**config.mk**
```make
export PLATFORM = sky130hd
export DESIGN_NAME = sfwp_status_ctrl
export DESIGN_NICKNAME = d
export VERILOG_FILES = /design/src/hw/sfwp_pkg.sv /design/src/hw/sfwp_prot_range.sv /design/src/hw/sfwp_status_ctrl.sv
export VERILOG_INCLUDE_DIRS = /design/src /design/src/hw
export SDC_FILE = /design/constraint.sdc
export NUM_CORES = 1
export LEC_CHECK = 0
export ABC_AREA = 1
export ABC_CLOCK_PERIOD_IN_PS = 4700
export BUFFER_PORTS_ARGS = -buffer_cell sky130_fd_sc_hd__buf_2
export CAP_MARGIN = 20
export CELL_PAD_IN_SITES_DETAIL_PLACEMENT = 1
export CELL_PAD_IN_SITES_GLOBAL_PLACEMENT = 2
export CORE_UTILIZATION = 33
export CTS_BUF_LIST = sky130_fd_sc_hd__clkbuf_8
export CTS_CLUSTER_SIZE = 8
export DETAILED_ROUTE_END_ITERATION = 10
export PLACE_DENSITY_LB_ADDON = 0.08
export SYNTH_ARGS = -nofsm -noshare
export SYNTH_HDL_FRONTEND = slang
export SYNTH_HIERARCHICAL = 1
export SYNTH_SLANG_ARGS = --single-unit
```
**constraint.sdc**
```tcl
create_clock -name ref_clk -period 4.7 [get_ports ref_clk]
set_input_delay 1.175 -clock ref_clk [delete_from_list [all_inputs] [get_ports ref_clk]]
set_output_delay 1.175 -clock ref_clk [all_outputs]
set_load 0.01 [all_outputs]
```
**src/hw/sfwp_regs.svh**
```systemverilog
// constants for the flash write-protect and status block
// assumes a 10 MHz ref_clk; the instruction decoder supplies opcodes
`ifndef SFWP_REGS_SVH
`define SFWP_REGS_SVH

`define SFWP_CLK_MHZ        10
// status bit positions, low byte then high byte
`define SFWP_BIT_BUSY       0
`define SFWP_BIT_WEL        1
`define SFWP_BIT_BP_LO      2
`define SFWP_BIT_TB         5
`define SFWP_BIT_SEC        6
`define SFWP_BIT_SRP_LO     7
`define SFWP_BIT_SRP_UP     8
`define SFWP_BIT_QE         9
`define SFWP_BIT_LB_LO      11
`define SFWP_BIT_CMP        14
`define SFWP_BIT_SUS        15
// factory defaults of the non-volatile fields
`define SFWP_BP_RST         3'h0
`define SFWP_SRP_RST        2'h0
`define SFWP_LB_RST         3'h0
// instruction codes
`define SFWP_OP_WREN        8'h06
`define SFWP_OP_WRDI        8'h04
`define SFWP_OP_RDSR_LO     8'h05
`define SFWP_OP_RDSR_HI     8'h35
`define SFWP_OP_WRSR        8'h01
`define SFWP_OP_PP          8'h02
`define SFWP_OP_QPP         8'h32
`define SFWP_OP_SE          8'h20
`define SFWP_OP_BE32        8'h52
`define SFWP_OP_BE64        8'hD8
`define SFWP_OP_CE          8'hC7
`define SFWP_OP_SR_ERASE    8'h44
`define SFWP_OP_SR_PROG     8'h42
`define SFWP_OP_PD          8'hB9
`define SFWP_OP_RPD         8'hAB
`define SFWP_OP_SUSPEND     8'h75
`define SFWP_OP_RESUME      8'h7A
// array geometry, 19-bit byte address carried in 20 bits
`define SFWP_ARRAY_BYTES    20'h80000
`define SFWP_ARRAY_LAST     20'h7FFFF
`define SFWP_MASK_PAGE      20'h000FF
`define SFWP_MASK_4K        20'h00FFF
`define SFWP_MASK_32K       20'h07FFF
`define SFWP_MASK_64K       20'h0FFFF
// timing
`define SFWP_PU_DELAY_US    5000
`define SFWP_PU_CYCLES      (`SFWP_PU_DELAY_US * `SFWP_CLK_MHZ)
`define SFWP_SRWR_TIME_NS   10000
`define SFWP_SRWR_CYCLES    ((`SFWP_SRWR_TIME_NS * `SFWP_CLK_MHZ) / 1000)

`endif

```
**src/hw/sfwp_pkg.sv**
```systemverilog
// types shared by the write-protect and status block
// no assumptions beyond a SystemVerilog package
package sfwp_pkg;
  typedef enum logic [3:0] {
    SFWP_IDLE  = 4'b0001,
    SFWP_ARRAY = 4'b0010,
    SFWP_STWR  = 4'b0100,
    SFWP_SUSP  = 4'b1000
  } sfwp_state_e;
  typedef logic [19:0] sfwp_addr_t;
endpackage

```
**src/hw/sfwp_prot_range.sv**
```systemverilog
// protected address range decode and target overlap check
// purely combinational; the caller registers whatever it drives out
`timescale 1ns/1ps
`default_nettype none
`include "sfwp_regs.svh"

module sfwp_prot_range (
  input  wire logic               sector_block_select,
  input  wire logic               top_bottom_select,
  input  wire logic [2:0]         range_bits,
  input  wire logic               complement_protect,
  input  wire sfwp_pkg::sfwp_addr_t tgt_lo,
  input  wire sfwp_pkg::sfwp_addr_t tgt_hi,
  output logic                    hit
);

  // size of the shielded region in bytes, zero for none
  function automatic sfwp_pkg::sfwp_addr_t region_size(input logic sec, input logic [2:0] bp);
    sfwp_pkg::sfwp_addr_t s;
    s = 20'h00000;
    if (!sec) begin
      case (bp)
        3'h0:    s = 20'h00000;
        3'h1:    s = 20'h10000;
        3'h2:    s = 20'h20000;
        3'h3:    s = 20'h40000;
        default: s = `SFWP_ARRAY_BYTES;
      endcase
    end else begin
      case (bp)
        3'h0:    s = 20'h00000;
        3'h1:    s = 20'h01000;
        3'h2:    s = 20'h02000;
        3'h3:    s = 20'h04000;
        3'h7:    s = `SFWP_ARRAY_BYTES;
        default: s = 20'h08000;
      endcase
    end
    return s;
  endfunction

  sfwp_pkg::sfwp_addr_t size;
  sfwp_pkg::sfwp_addr_t lo;
  sfwp_pkg::sfwp_addr_t hi;
  logic                 any;

  always_comb begin
    size = region_size(sector_block_select, range_bits);
    any  = 1'b1;
    lo   = 20'h00000;
    hi   = `SFWP_ARRAY_LAST;
    if (size == 20'h00000) begin
      any = complement_protect;
    end else if (size == `SFWP_ARRAY_BYTES) begin
      any = !complement_protect;
    end else if (!top_bottom_select) begin
      // top region, complement keeps the bottom
      lo = complement_protect ? 20'h00000 : (`SFWP_ARRAY_BYTES - size);
      hi = complement_protect ? (`SFWP_ARRAY_BYTES - size - 20'h00001) : `SFWP_ARRAY_LAST;
    end else begin
      lo = complement_protect ? size : 20'h00000;
      hi = complement_protect ? `SFWP_ARRAY_LAST : (size - 20'h00001);
    end
    // any overlap at all refuses the whole operation
    hit = any && (tgt_lo <= hi) && (tgt_hi >= lo);
  end

endmodule
`default_nettype wire

```
**src/hw/sfwp_status_ctrl.sv**
```systemverilog
// write-protect and status-register control of a serial NOR flash
// assumes an instruction decoder on ref_clk and an array engine that pulses op_done
`timescale 1ns/1ps
`default_nettype none
`include "sfwp_regs.svh"

module sfwp_status_ctrl #(
  parameter int PU_WAIT_CYCLES = `SFWP_PU_CYCLES
) (
  input  wire logic        ref_clk,
  input  wire logic        reset,
  input  wire logic        supply_ok_pin,
  input  wire logic        write_protect_n_pin,
  input  wire logic        cmd_valid,
  input  wire logic [7:0]  cmd_code,
  input  wire logic        cmd_byte_aligned,
  input  wire logic [18:0] cmd_addr,
  input  wire logic [15:0] cmd_wdata,
  input  wire logic        op_done,
  output logic [7:0]       status_low_byte,
  output logic [7:0]       status_high_byte,
  output logic             cmd_accept,
  output logic             cmd_ignored,
  output logic             array_start,
  output logic [7:0]       array_op_code,
  output logic             array_suspend,
  output logic             power_down_state,
  output logic             quad_data_mode,
  output logic             protect_pins_active
);

  function automatic logic is_array_op(input logic [7:0] c);
    return c == `SFWP_OP_PP || c == `SFWP_OP_QPP || c == `SFWP_OP_SE ||
           c == `SFWP_OP_BE32 || c == `SFWP_OP_BE64 || c == `SFWP_OP_CE;
  endfunction

  function automatic logic is_secreg_op(input logic [7:0] c);
    return c == `SFWP_OP_SR_ERASE || c == `SFWP_OP_SR_PROG;
  endfunction

  // three-stage pin synchronisers
  logic [2:0] supply_sync_reg;
  logic [2:0] wp_sync_reg;
  logic       supply_ok;
  logic       wp_high;

  always_ff @(posedge ref_clk) begin
    if (reset) begin
      supply_sync_reg <= 3'h0;
      wp_sync_reg     <= 3'h0;
      supply_ok       <= 1'b0;
      wp_high         <= 1'b0;
    end else begin
      supply_sync_reg <= {supply_sync_reg[1:0], supply_ok_pin};
      wp_sync_reg     <= {wp_sync_reg[1:0], write_protect_n_pin};
      if (supply_sync_reg[1] == supply_sync_reg[2]) begin
        supply_ok <= supply_sync_reg[2];
      end
      if (wp_sync_reg[1] == wp_sync_reg[2]) begin
        wp_high <= wp_sync_reg[2];
      end
    end
  end

  // power-up write delay, restarted by every supply loss
  logic [16:0] pu_cnt_reg;
  logic        pu_done;

  always_ff @(posedge ref_clk) begin
    if (reset || !supply_ok) begin
      pu_cnt_reg <= 17'h00000;
    end else if (!pu_done) begin
      pu_cnt_reg <= pu_cnt_reg + 17'h00001;
    end
  end
  assign pu_done = (pu_cnt_reg >= 17'(PU_WAIT_CYCLES));

  sfwp_pkg::sfwp_state_e state_reg;
  logic [15:0] srwr_cnt_reg;
  logic [15:0] sr_pend_reg;
  logic        wel_reg;
  logic        sus_reg;
  logic        pd_reg;
  logic [2:0]  bp_reg;
  logic        tb_reg;
  logic        sec_reg;
  logic        cmp_reg;
  logic        qe_reg;
  logic [1:0]  srp_reg;
  logic [2:0]  lb_reg;
  logic        busy;
  logic        srwr_end;

  assign busy     = (state_reg == sfwp_pkg::SFWP_ARRAY) || (state_reg == sfwp_pkg::SFWP_STWR);
  assign srwr_end = (state_reg == sfwp_pkg::SFWP_STWR) && (srwr_cnt_reg == 16'h0000);

  // target region of a program or erase
  sfwp_pkg::sfwp_addr_t tgt_mask;
  sfwp_pkg::sfwp_addr_t tgt_lo;
  sfwp_pkg::sfwp_addr_t tgt_hi;
  logic                 prot_hit;

  always_comb begin
    case (cmd_code)
      `SFWP_OP_SE:   tgt_mask = `SFWP_MASK_4K;
      `SFWP_OP_BE32: tgt_mask = `SFWP_MASK_32K;
      `SFWP_OP_BE64: tgt_mask = `SFWP_MASK_64K;
      `SFWP_OP_CE:   tgt_mask = `SFWP_ARRAY_LAST;
      default:       tgt_mask = `SFWP_MASK_PAGE;
    endcase
    tgt_lo = {1'b0, cmd_addr} & ~tgt_mask;
    tgt_hi = {1'b0, cmd_addr} | tgt_mask;
  end

  sfwp_prot_range u_range (
    .sector_block_select (sec_reg),
    .top_bottom_select   (tb_reg),
    .range_bits          (bp_reg),
    .complement_protect  (cmp_reg),
    .tgt_lo              (tgt_lo),
    .tgt_hi              (tgt_hi),
    .hit                 (prot_hit)
  );

  // admission of one decoded instruction
  logic is_arr;
  logic is_sec;
  logic is_wrsr;
  logic gated;
  logic sr_writable;
  logic lock_hit;
  logic accept_c;
  logic take;
  logic drop;

  always_comb begin
    is_arr  = is_array_op(cmd_code);
    is_sec  = is_secreg_op(cmd_code);
    is_wrsr = (cmd_code == `SFWP_OP_WRSR);
    gated   = is_arr || is_sec || is_wrsr;
    // pin counts only while it is still a protect pin
    case (srp_reg)
      2'b00:   sr_writable = 1'b1;
      2'b01:   sr_writable = wp_high || qe_reg;
      default: sr_writable = 1'b0;
    endcase
    case (cmd_addr[13:12])
      2'h1:    lock_hit = lb_reg[0];
      2'h2:    lock_hit = lb_reg[1];
      2'h3:    lock_hit = lb_reg[2];
      default: lock_hit = 1'b1;
    endcase
    accept_c = 1'b0;
    if (pd_reg) begin
      accept_c = (cmd_code == `SFWP_OP_RPD);
    end else if (busy) begin
      accept_c = cmd_code == `SFWP_OP_RDSR_LO || cmd_code == `SFWP_OP_RDSR_HI ||
                 (cmd_code == `SFWP_OP_SUSPEND && state_reg == sfwp_pkg::SFWP_ARRAY);
    end else if (state_reg == sfwp_pkg::SFWP_SUSP && gated) begin
      accept_c = 1'b0;
    end else if ((gated || cmd_code == `SFWP_OP_WREN) && !pu_done) begin
      accept_c = 1'b0;
    end else if (gated) begin
      accept_c = wel_reg && cmd_byte_aligned &&
                 !(is_arr && prot_hit) &&
                 !(cmd_code == `SFWP_OP_QPP && !qe_reg) &&
                 !(is_sec && lock_hit) &&
                 !(is_wrsr && !sr_writable);
    end else begin
      case (cmd_code)
        `SFWP_OP_WREN, `SFWP_OP_WRDI, `SFWP_OP_RDSR_LO,
        `SFWP_OP_RDSR_HI, `SFWP_OP_PD: accept_c = 1'b1;
        `SFWP_OP_RESUME: accept_c = (state_reg == sfwp_pkg::SFWP_SUSP);
        default:         accept_c = 1'b0;
      endcase
    end
    // nothing is recognised, not even as ignored, without supply
    take = cmd_valid && supply_ok && accept_c;
    drop = cmd_valid && supply_ok && !accept_c;
  end

  // busy sequencing
  always_ff @(posedge ref_clk) begin
    if (reset || !supply_ok) begin
      state_reg    <= sfwp_pkg::SFWP_IDLE;
      srwr_cnt_reg <= 16'h0000;
    end else begin
      case (state_reg)
        sfwp_pkg::SFWP_IDLE: begin
          if (take && (is_arr || is_sec)) begin
            state_reg <= sfwp_pkg::SFWP_ARRAY;
          end else if (take && is_wrsr) begin
            state_reg    <= sfwp_pkg::SFWP_STWR;
            srwr_cnt_reg <= 16'(`SFWP_SRWR_CYCLES - 1);
          end
        end
        sfwp_pkg::SFWP_ARRAY: begin
          if (take && cmd_code == `SFWP_OP_SUSPEND) begin
            state_reg <= sfwp_pkg::SFWP_SUSP;
          end else if (op_done) begin
            state_reg <= sfwp_pkg::SFWP_IDLE;
          end
        end
        sfwp_pkg::SFWP_STWR: begin
          if (srwr_end) begin
            state_reg <= sfwp_pkg::SFWP_IDLE;
          end else begin
            srwr_cnt_reg <= srwr_cnt_reg - 16'h0001;
          end
        end
        sfwp_pkg::SFWP_SUSP: begin
          if (take && cmd_code == `SFWP_OP_RESUME) begin
            state_reg <= sfwp_pkg::SFWP_ARRAY;
          end
        end
        default: state_reg <= sfwp_pkg::SFWP_IDLE;
      endcase
    end
  end

  // volatile flags, lost with the supply
  always_ff @(posedge ref_clk) begin
    if (reset || !supply_ok) begin
      wel_reg <= 1'b0;
      sus_reg <= 1'b0;
      pd_reg  <= 1'b0;
    end else begin
      if (take && cmd_code == `SFWP_OP_WREN) begin
        wel_reg <= 1'b1;
      end else if ((take && cmd_code == `SFWP_OP_WRDI) || srwr_end ||
                   (state_reg == sfwp_pkg::SFWP_ARRAY && op_done)) begin
        wel_reg <= 1'b0;
      end
      if (take && cmd_code == `SFWP_OP_SUSPEND) begin
        sus_reg <= 1'b1;
      end else if (take && cmd_code == `SFWP_OP_RESUME) begin
        sus_reg <= 1'b0;
      end
      if (take && cmd_code == `SFWP_OP_PD) begin
        pd_reg <= 1'b1;
      end else if (take && cmd_code == `SFWP_OP_RPD) begin
        pd_reg <= 1'b0;
      end
    end
  end

  // non-volatile fields: reset stands for the factory state
  always_ff @(posedge ref_clk) begin
    if (reset) begin
      sr_pend_reg <= 16'h0000;
      bp_reg      <= `SFWP_BP_RST;
      tb_reg      <= 1'b0;
      sec_reg     <= 1'b0;
      cmp_reg     <= 1'b0;
      qe_reg      <= 1'b0;
      srp_reg     <= `SFWP_SRP_RST;
      lb_reg      <= `SFWP_LB_RST;
    end else if (!supply_ok) begin
      if (srp_reg == 2'b10) begin
        srp_reg <= 2'b00;
      end
    end else begin
      if (take && is_wrsr) begin
        sr_pend_reg <= cmd_wdata;
      end
      // fields change only when the write cycle completes
      if (srwr_end) begin
        bp_reg  <= sr_pend_reg[`SFWP_BIT_BP_LO +: 3];
        tb_reg  <= sr_pend_reg[`SFWP_BIT_TB];
        sec_reg <= sr_pend_reg[`SFWP_BIT_SEC];
        cmp_reg <= sr_pend_reg[`SFWP_BIT_CMP];
        qe_reg  <= sr_pend_reg[`SFWP_BIT_QE];
        srp_reg <= {sr_pend_reg[`SFWP_BIT_SRP_UP], sr_pend_reg[`SFWP_BIT_SRP_LO]};
        lb_reg  <= lb_reg | sr_pend_reg[`SFWP_BIT_LB_LO +: 3];
      end
    end
  end

  // registered outputs, status shows one cycle after the state
  always_ff @(posedge ref_clk) begin
    if (reset) begin
      status_low_byte     <= 8'h00;
      status_high_byte    <= 8'h00;
      cmd_accept          <= 1'b0;
      cmd_ignored         <= 1'b0;
      array_start         <= 1'b0;
      array_op_code       <= 8'h00;
      array_suspend       <= 1'b0;
      power_down_state    <= 1'b0;
      quad_data_mode      <= 1'b0;
      protect_pins_active <= 1'b1;
    end else begin
      status_low_byte     <= {srp_reg[0], sec_reg, tb_reg, bp_reg, wel_reg, busy};
      status_high_byte    <= {sus_reg, cmp_reg, lb_reg, 1'b0, qe_reg, srp_reg[1]};
      cmd_accept          <= take;
      cmd_ignored         <= drop;
      array_start         <= take && (is_arr || is_sec) && state_reg == sfwp_pkg::SFWP_IDLE;
      if (take && (is_arr || is_sec)) begin
        array_op_code <= cmd_code;
      end
      array_suspend       <= (state_reg == sfwp_pkg::SFWP_SUSP);
      power_down_state    <= pd_reg;
      quad_data_mode      <= qe_reg;
      protect_pins_active <= !qe_reg;
    end
  end

  supply_quiet_a: assert property (@(posedge ref_clk) disable iff (reset)
    !supply_ok |=> !cmd_accept && !cmd_ignored) else $error("instruction seen without supply");
  pu_block_a: assert property (@(posedge ref_clk) disable iff (reset)
    cmd_valid && !pu_done && cmd_code == `SFWP_OP_WREN |=> !cmd_accept)
    else $error("write enable taken during power-up delay");
  wel_needed_a: assert property (@(posedge ref_clk) disable iff (reset)
    cmd_valid && gated && !wel_reg |=> !cmd_accept) else $error("write taken without latch");
  wel_clear_a: assert property (@(posedge ref_clk) disable iff (reset)
    srwr_end |=> !wel_reg ##1 !status_low_byte[`SFWP_BIT_WEL])
    else $error("latch kept after status write");
  pd_ignore_a: assert property (@(posedge ref_clk) disable iff (reset)
    supply_ok && pd_reg && cmd_valid && cmd_code != `SFWP_OP_RPD |=> !cmd_accept ##1 power_down_state)
    else $error("instruction taken in power-down");
  busy_ignore_a: assert property (@(posedge ref_clk) disable iff (reset)
    supply_ok && busy && cmd_valid && cmd_code == `SFWP_OP_WREN |=> cmd_ignored && !cmd_accept)
    else $error("instruction taken while busy");
  wp_lock_a: assert property (@(posedge ref_clk) disable iff (reset)
    srp_reg == 2'b01 && !wp_high && !qe_reg && cmd_valid && is_wrsr |=> !cmd_accept)
    else $error("status written with protect pin low");
  srp_cycle_a: assert property (@(posedge ref_clk) disable iff (reset)
    !supply_ok && srp_reg == 2'b10 |=> srp_reg == 2'b00) else $error("lock-down survived");
  otp_lock_a: assert property (@(posedge ref_clk) disable iff (reset)
    srp_reg == 2'b11 && cmd_valid && is_wrsr |=> !cmd_accept) else $error("otp status written");
  lb_sticky_a: assert property (@(posedge ref_clk) disable iff (reset)
    lb_reg != 3'h0 |=> (lb_reg & $past(lb_reg)) == $past(lb_reg)) else $error("lock bit cleared");
  prot_hit_a: assert property (@(posedge ref_clk) disable iff (reset)
    cmd_valid && is_arr && prot_hit |=> !cmd_accept && !array_start)
    else $error("protected region programmed");
  sus_set_a: assert property (@(posedge ref_clk) disable iff (reset)
    take && cmd_code == `SFWP_OP_SUSPEND |=> sus_reg ##1 status_high_byte[7])
    else $error("suspend flag not set");

endmodule
`default_nettype wire

```
==> flow_summary.json, run 1 <==
{
  "postCtsSetupRepairBufs": 0,
  "p_int_uw": 1190,
  "ys_warn_count": 6,
  "grt_max_degree": 44,
  "cp.required_ps": 4970,
  "grt_pass1_wl_um": 27100,
  "use_met1_pct": 21.3,
  "synth_area_um2": 5750,
  "synth.largest_area_cell": "dfxtp_1",
  "fp.dieH_um": 134,
  "synthAdderAreaFrac_pct": 4.57,
  "synthMuxAreaShare_pct": 0,
  "seqPwrFrac_pct": 54.5,
  "skew_ps": 7.61,
  "track_usage_pct": 18.8,
  "synth_compound_area_share_pct": 14.9,
  "reg2reg_depth": 32,
  "numCtsBuffers": 9,
  "synth_top_family_by_area": "simple AND/OR/NAND/NOR gates",
  "clockBufferDepth": 2,
  "critical-path-max-stage-delay_ps": 500,
  "critical-path-top-delay-family": "simple AND/OR/NAND/NOR gates",
  "synth_xor_xnor_area_share_pct": 1.52,
  "crit_type": "flop to flop",
  "p_comb_share_pct": 5.2,
  "dp_slack_ps": 165,
  "layout_setup_ws_ps": 384,
  "drt_iter0_drc": 144,
  "r2r_slack_ps": 380,
  "grt_overflow": 0,
  "synth_top_area_share_pct": 35.2,
  "relSlewSlack_pct": 58.4,
  "viasPerCell": 4.84,
  "start_kind": "flop",
  "drt-total-wl_um": 16200,
  "ioPinCount": 81,
  "hold_violations": 0,
  "drc_errors": 0,
  "ctsHoldBuffers": 0,
  "crit_path_end_kind": "flop",
  "gp_congestion": 0.853,
  "timing.rr.end": "sr_pend_reg[13]",
  "start_util_pct": 34.2,
  "cpMostUsedCell": "nand2_1",
  "synthSimpleGateAreaFrac_pct": 32.7,
  "use_met2_pct": 35.3,
  "die_w_um": 134,
  "largest_reg_flops": 17,
  "synthTopCellsByArea": "dfxtp_1, nand2_1, nor2_1",
  "syn_area_per_cell_um2": 6.71,
  "post_cts_resize_count": 0,
  "slew_violations": 0,
  "synthArstFlopShare_pct": 0,
  "min_path_cells": 2,
  "htreeDepth": 3,
  "coreArea_um2": 16800,
  "timing.rr.start": "bp_reg[2]",
  "dpl-instance-area_um2": 6370,
  "clk_pin_slew_ps": 100,
  "busiest_layer": "met2",
  "cp_slowest_cell": "dfxtp_1",
  "setup_violations": 0,
  "io_buffers": 67,
  "path_max_fanout": 10,
  "postRouteAntennaNets": 0,
  "ir_drop_uv": 180,
  "dp_hpwl_um": 12900,
  "clk_latency_ps": 380,
  "stdcell_area_um2": 6590,
  "clock_sinks": 101,
  "layout_min_cycle_time_ps": 4320,
  "leakage_uw": 0.00301,
  "die_area_um2": 18000,
  "cts_root_buf": "clkbuf_8",
  "grt_pass1_vias": 5835,
  "antenna_cells": 0,
  "cts_tree": "built",
  "ys_types": 49,
  "status": "complete, no violations",
  "wire_per_inst_um": 13.9,
  "nNetsFinal": 1009,
  "worstMarginPinSlew_ps": 622,
  "powerDensity_nw_per_um2": 239,
  "synth_cells": 857,
  "antenna_found_initial": 0,
  "p_sw_uw": 383,
  "grtUsageMet3_pct": 2.42,
  "holdPathEnd": "supply_sync_reg[1]",
  "clkPwrFrac_pct": 40.3,
  "hp-class": "flop to flop",
  "area.growth.synth_to_final_pct": 14.6,
  "synthFlopType": "dfxtp_1",
  "synth-seq-area-share_pct": 35.2,
  "detail_route.first_pass.iterations": 4,
  "max-cap-violations": 0,
  "hp-start": "supply_sync_reg[0]",
  "period_share_pct": 91.8,
  "ys_ff_latch": 101,
  "p_total_uw": 1570,
  "switching_share_pct": 24.3,
  "grt_setup_unrepaired": "false",
  "synth_edf_count": 0,
  "drive_gt1_share_pct": 14.8,
  "cp.arrival_ps": 4590,
  "setup-tns-final_ps": 0,
  "critPathBufInv": 3,
  "clock.fmax_ghz": 0.232,
  "vias": 5633,
  "rows": 47
}
## cell usage in the layout (no fill, tap or decap), drive strengths merged
cell and count:
o31ai 1, bufinv 2, inv 136, xor2 5
nor2 137, clkinv 2, a31oi 5, nor3b 1
o21a 1, nor3 25, nand2 176, o211ai 2
nand3b 3, conb 19, nor4 9, a21o 1
clkbuf 9, o22ai 4, nand4 19, a211oi 9
a21oi 72, a22oi 1, xnor2 5, buf 77
o21ai 55, dfxtp 101, ha 21, o21bai 2
and2 1, nand3 39, or2 1, a21boi 1
a211o 1
## stage by stage
step | std cells | hold WS, ps | util, %
6_report | 1163 | 417 | 39.2
5_1_grt | 1163 | 446 | 39.2
4_1_cts | 1163 | 420 | 39.2
3_5_place_dp | 1147 | 405 | 37.9
3_3_place_gp | 1147 | 402 | 37.9
2_1_floorplan | 874 | 388 | -
## worst max path at each step
stage / cells past startpoint / endpoint / from
global placement: 27 / sr_pend_reg[12] / cmd_code[1]
global route: 32 / sr_pend_reg[13] / bp_reg[2]
detailed placement: 27 / sr_pend_reg[11] / cmd_code[1]
CTS: 31 / sr_pend_reg[11] / sec_reg
finish: 32 / sr_pend_reg[13] / bp_reg[2]
floorplan: 26 / sr_pend_reg[11] / cmd_code[3]
## power groups by stage
stage | registers (µW) | logic, µW | clock network, µW
final | 858 | 81.7 | 634
after global routing | 859 | 93.2 | 690
after CTS | 858 | 82.1 | 657
after detailed placement | 878 | 81.5 | 0
after global placement | 878 | 78.6 | 0
after floorplan | 878 | 49.1 | 0
## final cells by class
class	count	area [µm²]
Inverter	133	502
Fill cell	2259	10200
Sequential cell	101	2020
Clock inverter	7	97.6
Multi-Input combinational cell	616	3160
Timing Repair Buffer	77	410
Clock buffer	9	124
Tap cell	220	275
## worst reg2reg max path, delay by kind of cell, from the launching register on
family / cells / cell delay [ps]
adders and majority gates: 2 / 570
DFF: 1 / 500
buffers and inverters: 3 / 290
and+or+nand+nor: 21 / 2200
AOI/OAI and AO/OA: 6 / 660
## cell usage after synthesis (12+ instances only)
library cell / n
inv_1: 120
ha_1: 21
nor3_1: 24
nand3_1: 30
nand4_1: 17
nand2_1: 164
nor2_1: 130
inv_2: 12
o21ai_0: 44
dfxtp_1: 101
clkbuf_1: 14
a21oi_1: 72
## cells by family (layout without fill, tap and decap cells)
family / Yosys count / in the layout
and+or+nand+nor: 411 / 411
buffers and inverters: 157 / 226
AOI/OAI and AO/OA: 155 / 155
DFF: 101 / 101
adders and majority gates: 21 / 21
xor gates and xnor gates: 10 / 10
other: 2 / 19
## per-layer routing
| metal | vias up | part of all wire [%] |
|---|---|---|
| met5 | - | 0 |
| met4 | 0 | 2.2 |
| met3 | 25 | 2.0 |
| met2 | 54 | 53 |
| met1 | 2652 | 43 |
| li1 | 2902 | - |
Note: power is estimated with default switching activity, not from simulation.
==> run 2, diff against run 1 <==
Settings changed: RECOVER_POWER from default to 100, TNS_END_PERCENT from default to 50.
==> flow_summary.json, run 2 (synthesis gave the netlist of run 1 again) <==
{
  "leakage_uw": 0.00287,
  "grt_pass1_wl_um": 27100,
  "track_usage_pct": 18.8,
  "crit_path_end_kind": "flop",
  "largest_reg_flops": 17,
  "hp-class": "flop to flop",
  "period_share_pct": 92.4,
  "final_cell_mix": "nand2_1, nor2_1, inv_1",
  "cts_root_buf": "clkbuf_8",
  "wire_per_inst_um": 13.9,
  "ctsHoldBuffers": 0,
  "cp_slowest_cell": "dfxtp_1",
  "rows": 47,
  "setup-tns-final_ps": 0,
  "die_w_um": 134,
  "io_buffers": 67,
  "antenna_cells": 0,
  "layout_min_cycle_time_ps": 4340,
  "fillCellCount": 2267,
  "status": "complete, no violations",
  "start_util_pct": 34.2,
  "cp.required_ps": 4970,
  "clock_sinks": 101,
  "skew_ps": 7.27,
  "antenna_found_initial": 0,
  "postCtsSetupRepairBufs": 0,
  "powerDensity_nw_per_um2": 240,
  "worstMarginPinSlew_ps": 869,
  "clk_pin_slew_ps": 100,
  "drc_errors": 0,
  "clockBufferDepth": 2,
  "coreArea_um2": 16800,
  "numCtsBuffers": 9,
  "setup_violations": 0,
  "drt-total-wl_um": 16200,
  "slew_violations": 0,
  "layout_commonest_cell": "nand2_1",
  "postRouteAntennaNets": 0,
  "drt_iter0_drc": 142,
  "dp_slack_ps": 165,
  "layout_setup_ws_ps": 355,
  "path_max_fanout": 10,
  "detail_route.first_pass.iterations": 4,
  "clk_latency_ps": 380,
  "nNetsFinal": 1009,
  "crit_type": "flop to flop",
  "drive_gt1_share_pct": 11.2,
  "seqCellArea_um2": 2020,
  "fin_util_pct": 38.9,
  "ir_drop_uv": 180,
  "start_kind": "flop",
  "vias": 5632,
  "cp.arrival_ps": 4620,
  "grt_max_degree": 44,
  "fp.dieH_um": 134,
  "htreeDepth": 3,
  "viasPerCell": 4.84,
  "post_cts_resize_count": 0,
  "p_total_uw": 1570,
  "die_area_um2": 18000,
  "grt_setup_unrepaired": "false",
  "area.growth.synth_to_final_pct": 13.7,
  "cts_tree": "built",
  "ioPinCount": 81,
  "dp_hpwl_um": 12900,
  "gp_congestion": 0.853,
  "clock.fmax_ghz": 0.230,
  "relSlewSlack_pct": 42.1,
  "cpMostUsedCell": "nand2_1",
  "hold_violations": 0,
  "critical-path-max-stage-delay_ps": 500,
  "grt_pass1_vias": 5835,
  "max-cap-violations": 0,
  "grt_overflow": 0,
  "multi_input_area_um2": 3160
}
[run 2: cell count changes in the layout (fill, tap and decap cells not counted)]
cell,delta
buf_2,-31
buf_4,-4
clkbuf_1,+33
clkbuf_2,+2
nand2_1,+1
nand2_2,-1
o21ai_0,+3
o21ai_1,-3
[run 2: worst paths after layout]
check	from	end	slack, ps	depth (start not counted)
hold / removal	supply_sync_reg[0]	supply_sync_reg[1]	420	2
setup / recovery	bp_reg[2]	sr_pend_reg[12]	360	32
hold reg to reg	supply_sync_reg[0]	supply_sync_reg[1]	420	2
setup reg to reg	bp_reg[2]	sr_pend_reg[12]	360	32
[run 2: power by group]
group | total [µW] | internal [µW] | leakage (µW) | switching (µW)
Sequential | 858 | 857 | 0.000815 | 0.791
Combinational | 81.4 | 29.1 | 0.00194 | 52.4
Clock | 633 | 305 | 0.000117 | 328
Total | 1570 | 1190 | 0.00287 | 381
[run 2: cell type report]
cell class / count / area share (%)
inverters: 133 / 7.67
clock inverters: 7 / 1.49
multi-input cells: 616 / 48.3
well taps: 220 / 4.21
flip-flops and latches: 101 / 30.9
clock buffers: 9 / 1.89
repair buffers: 77 / 5.49
[run 2: worst max-delay path: cells and delay by family, from the launching register on]
| family | cells | cell delay, ps |
|---|---|---|
| AO/OA/AOI/OAI | 6 | 670 |
| AND/OR/NAND/NOR | 21 | 2190 |
| flip-flops | 1 | 500 |
| buffers and inverters | 3 | 290 |
| adder cells (fa/ha/maj) | 2 | 570 |
[run 2: layer usage]
metal	vias to the layer above	share of wire, %	track usage, %
met3	25	2.0	2.42
met5	-	0	0
met2	51	53	35.3
met4	0	2.2	7.20
met1	2657	43	21.3
li1	2899	-	-
[run 2: metrics by stage]
stage | hold slack (ps) | cells | instance area, µm²
finish | 418 | 1163 | 6540
global route | 446 | 1163 | 6540
global placement | 402 | 1147 | 6370
detailed placement | 405 | 1147 | 6370
CTS | 420 | 1163 | 6590
floorplan | 388 | 874 | 5810
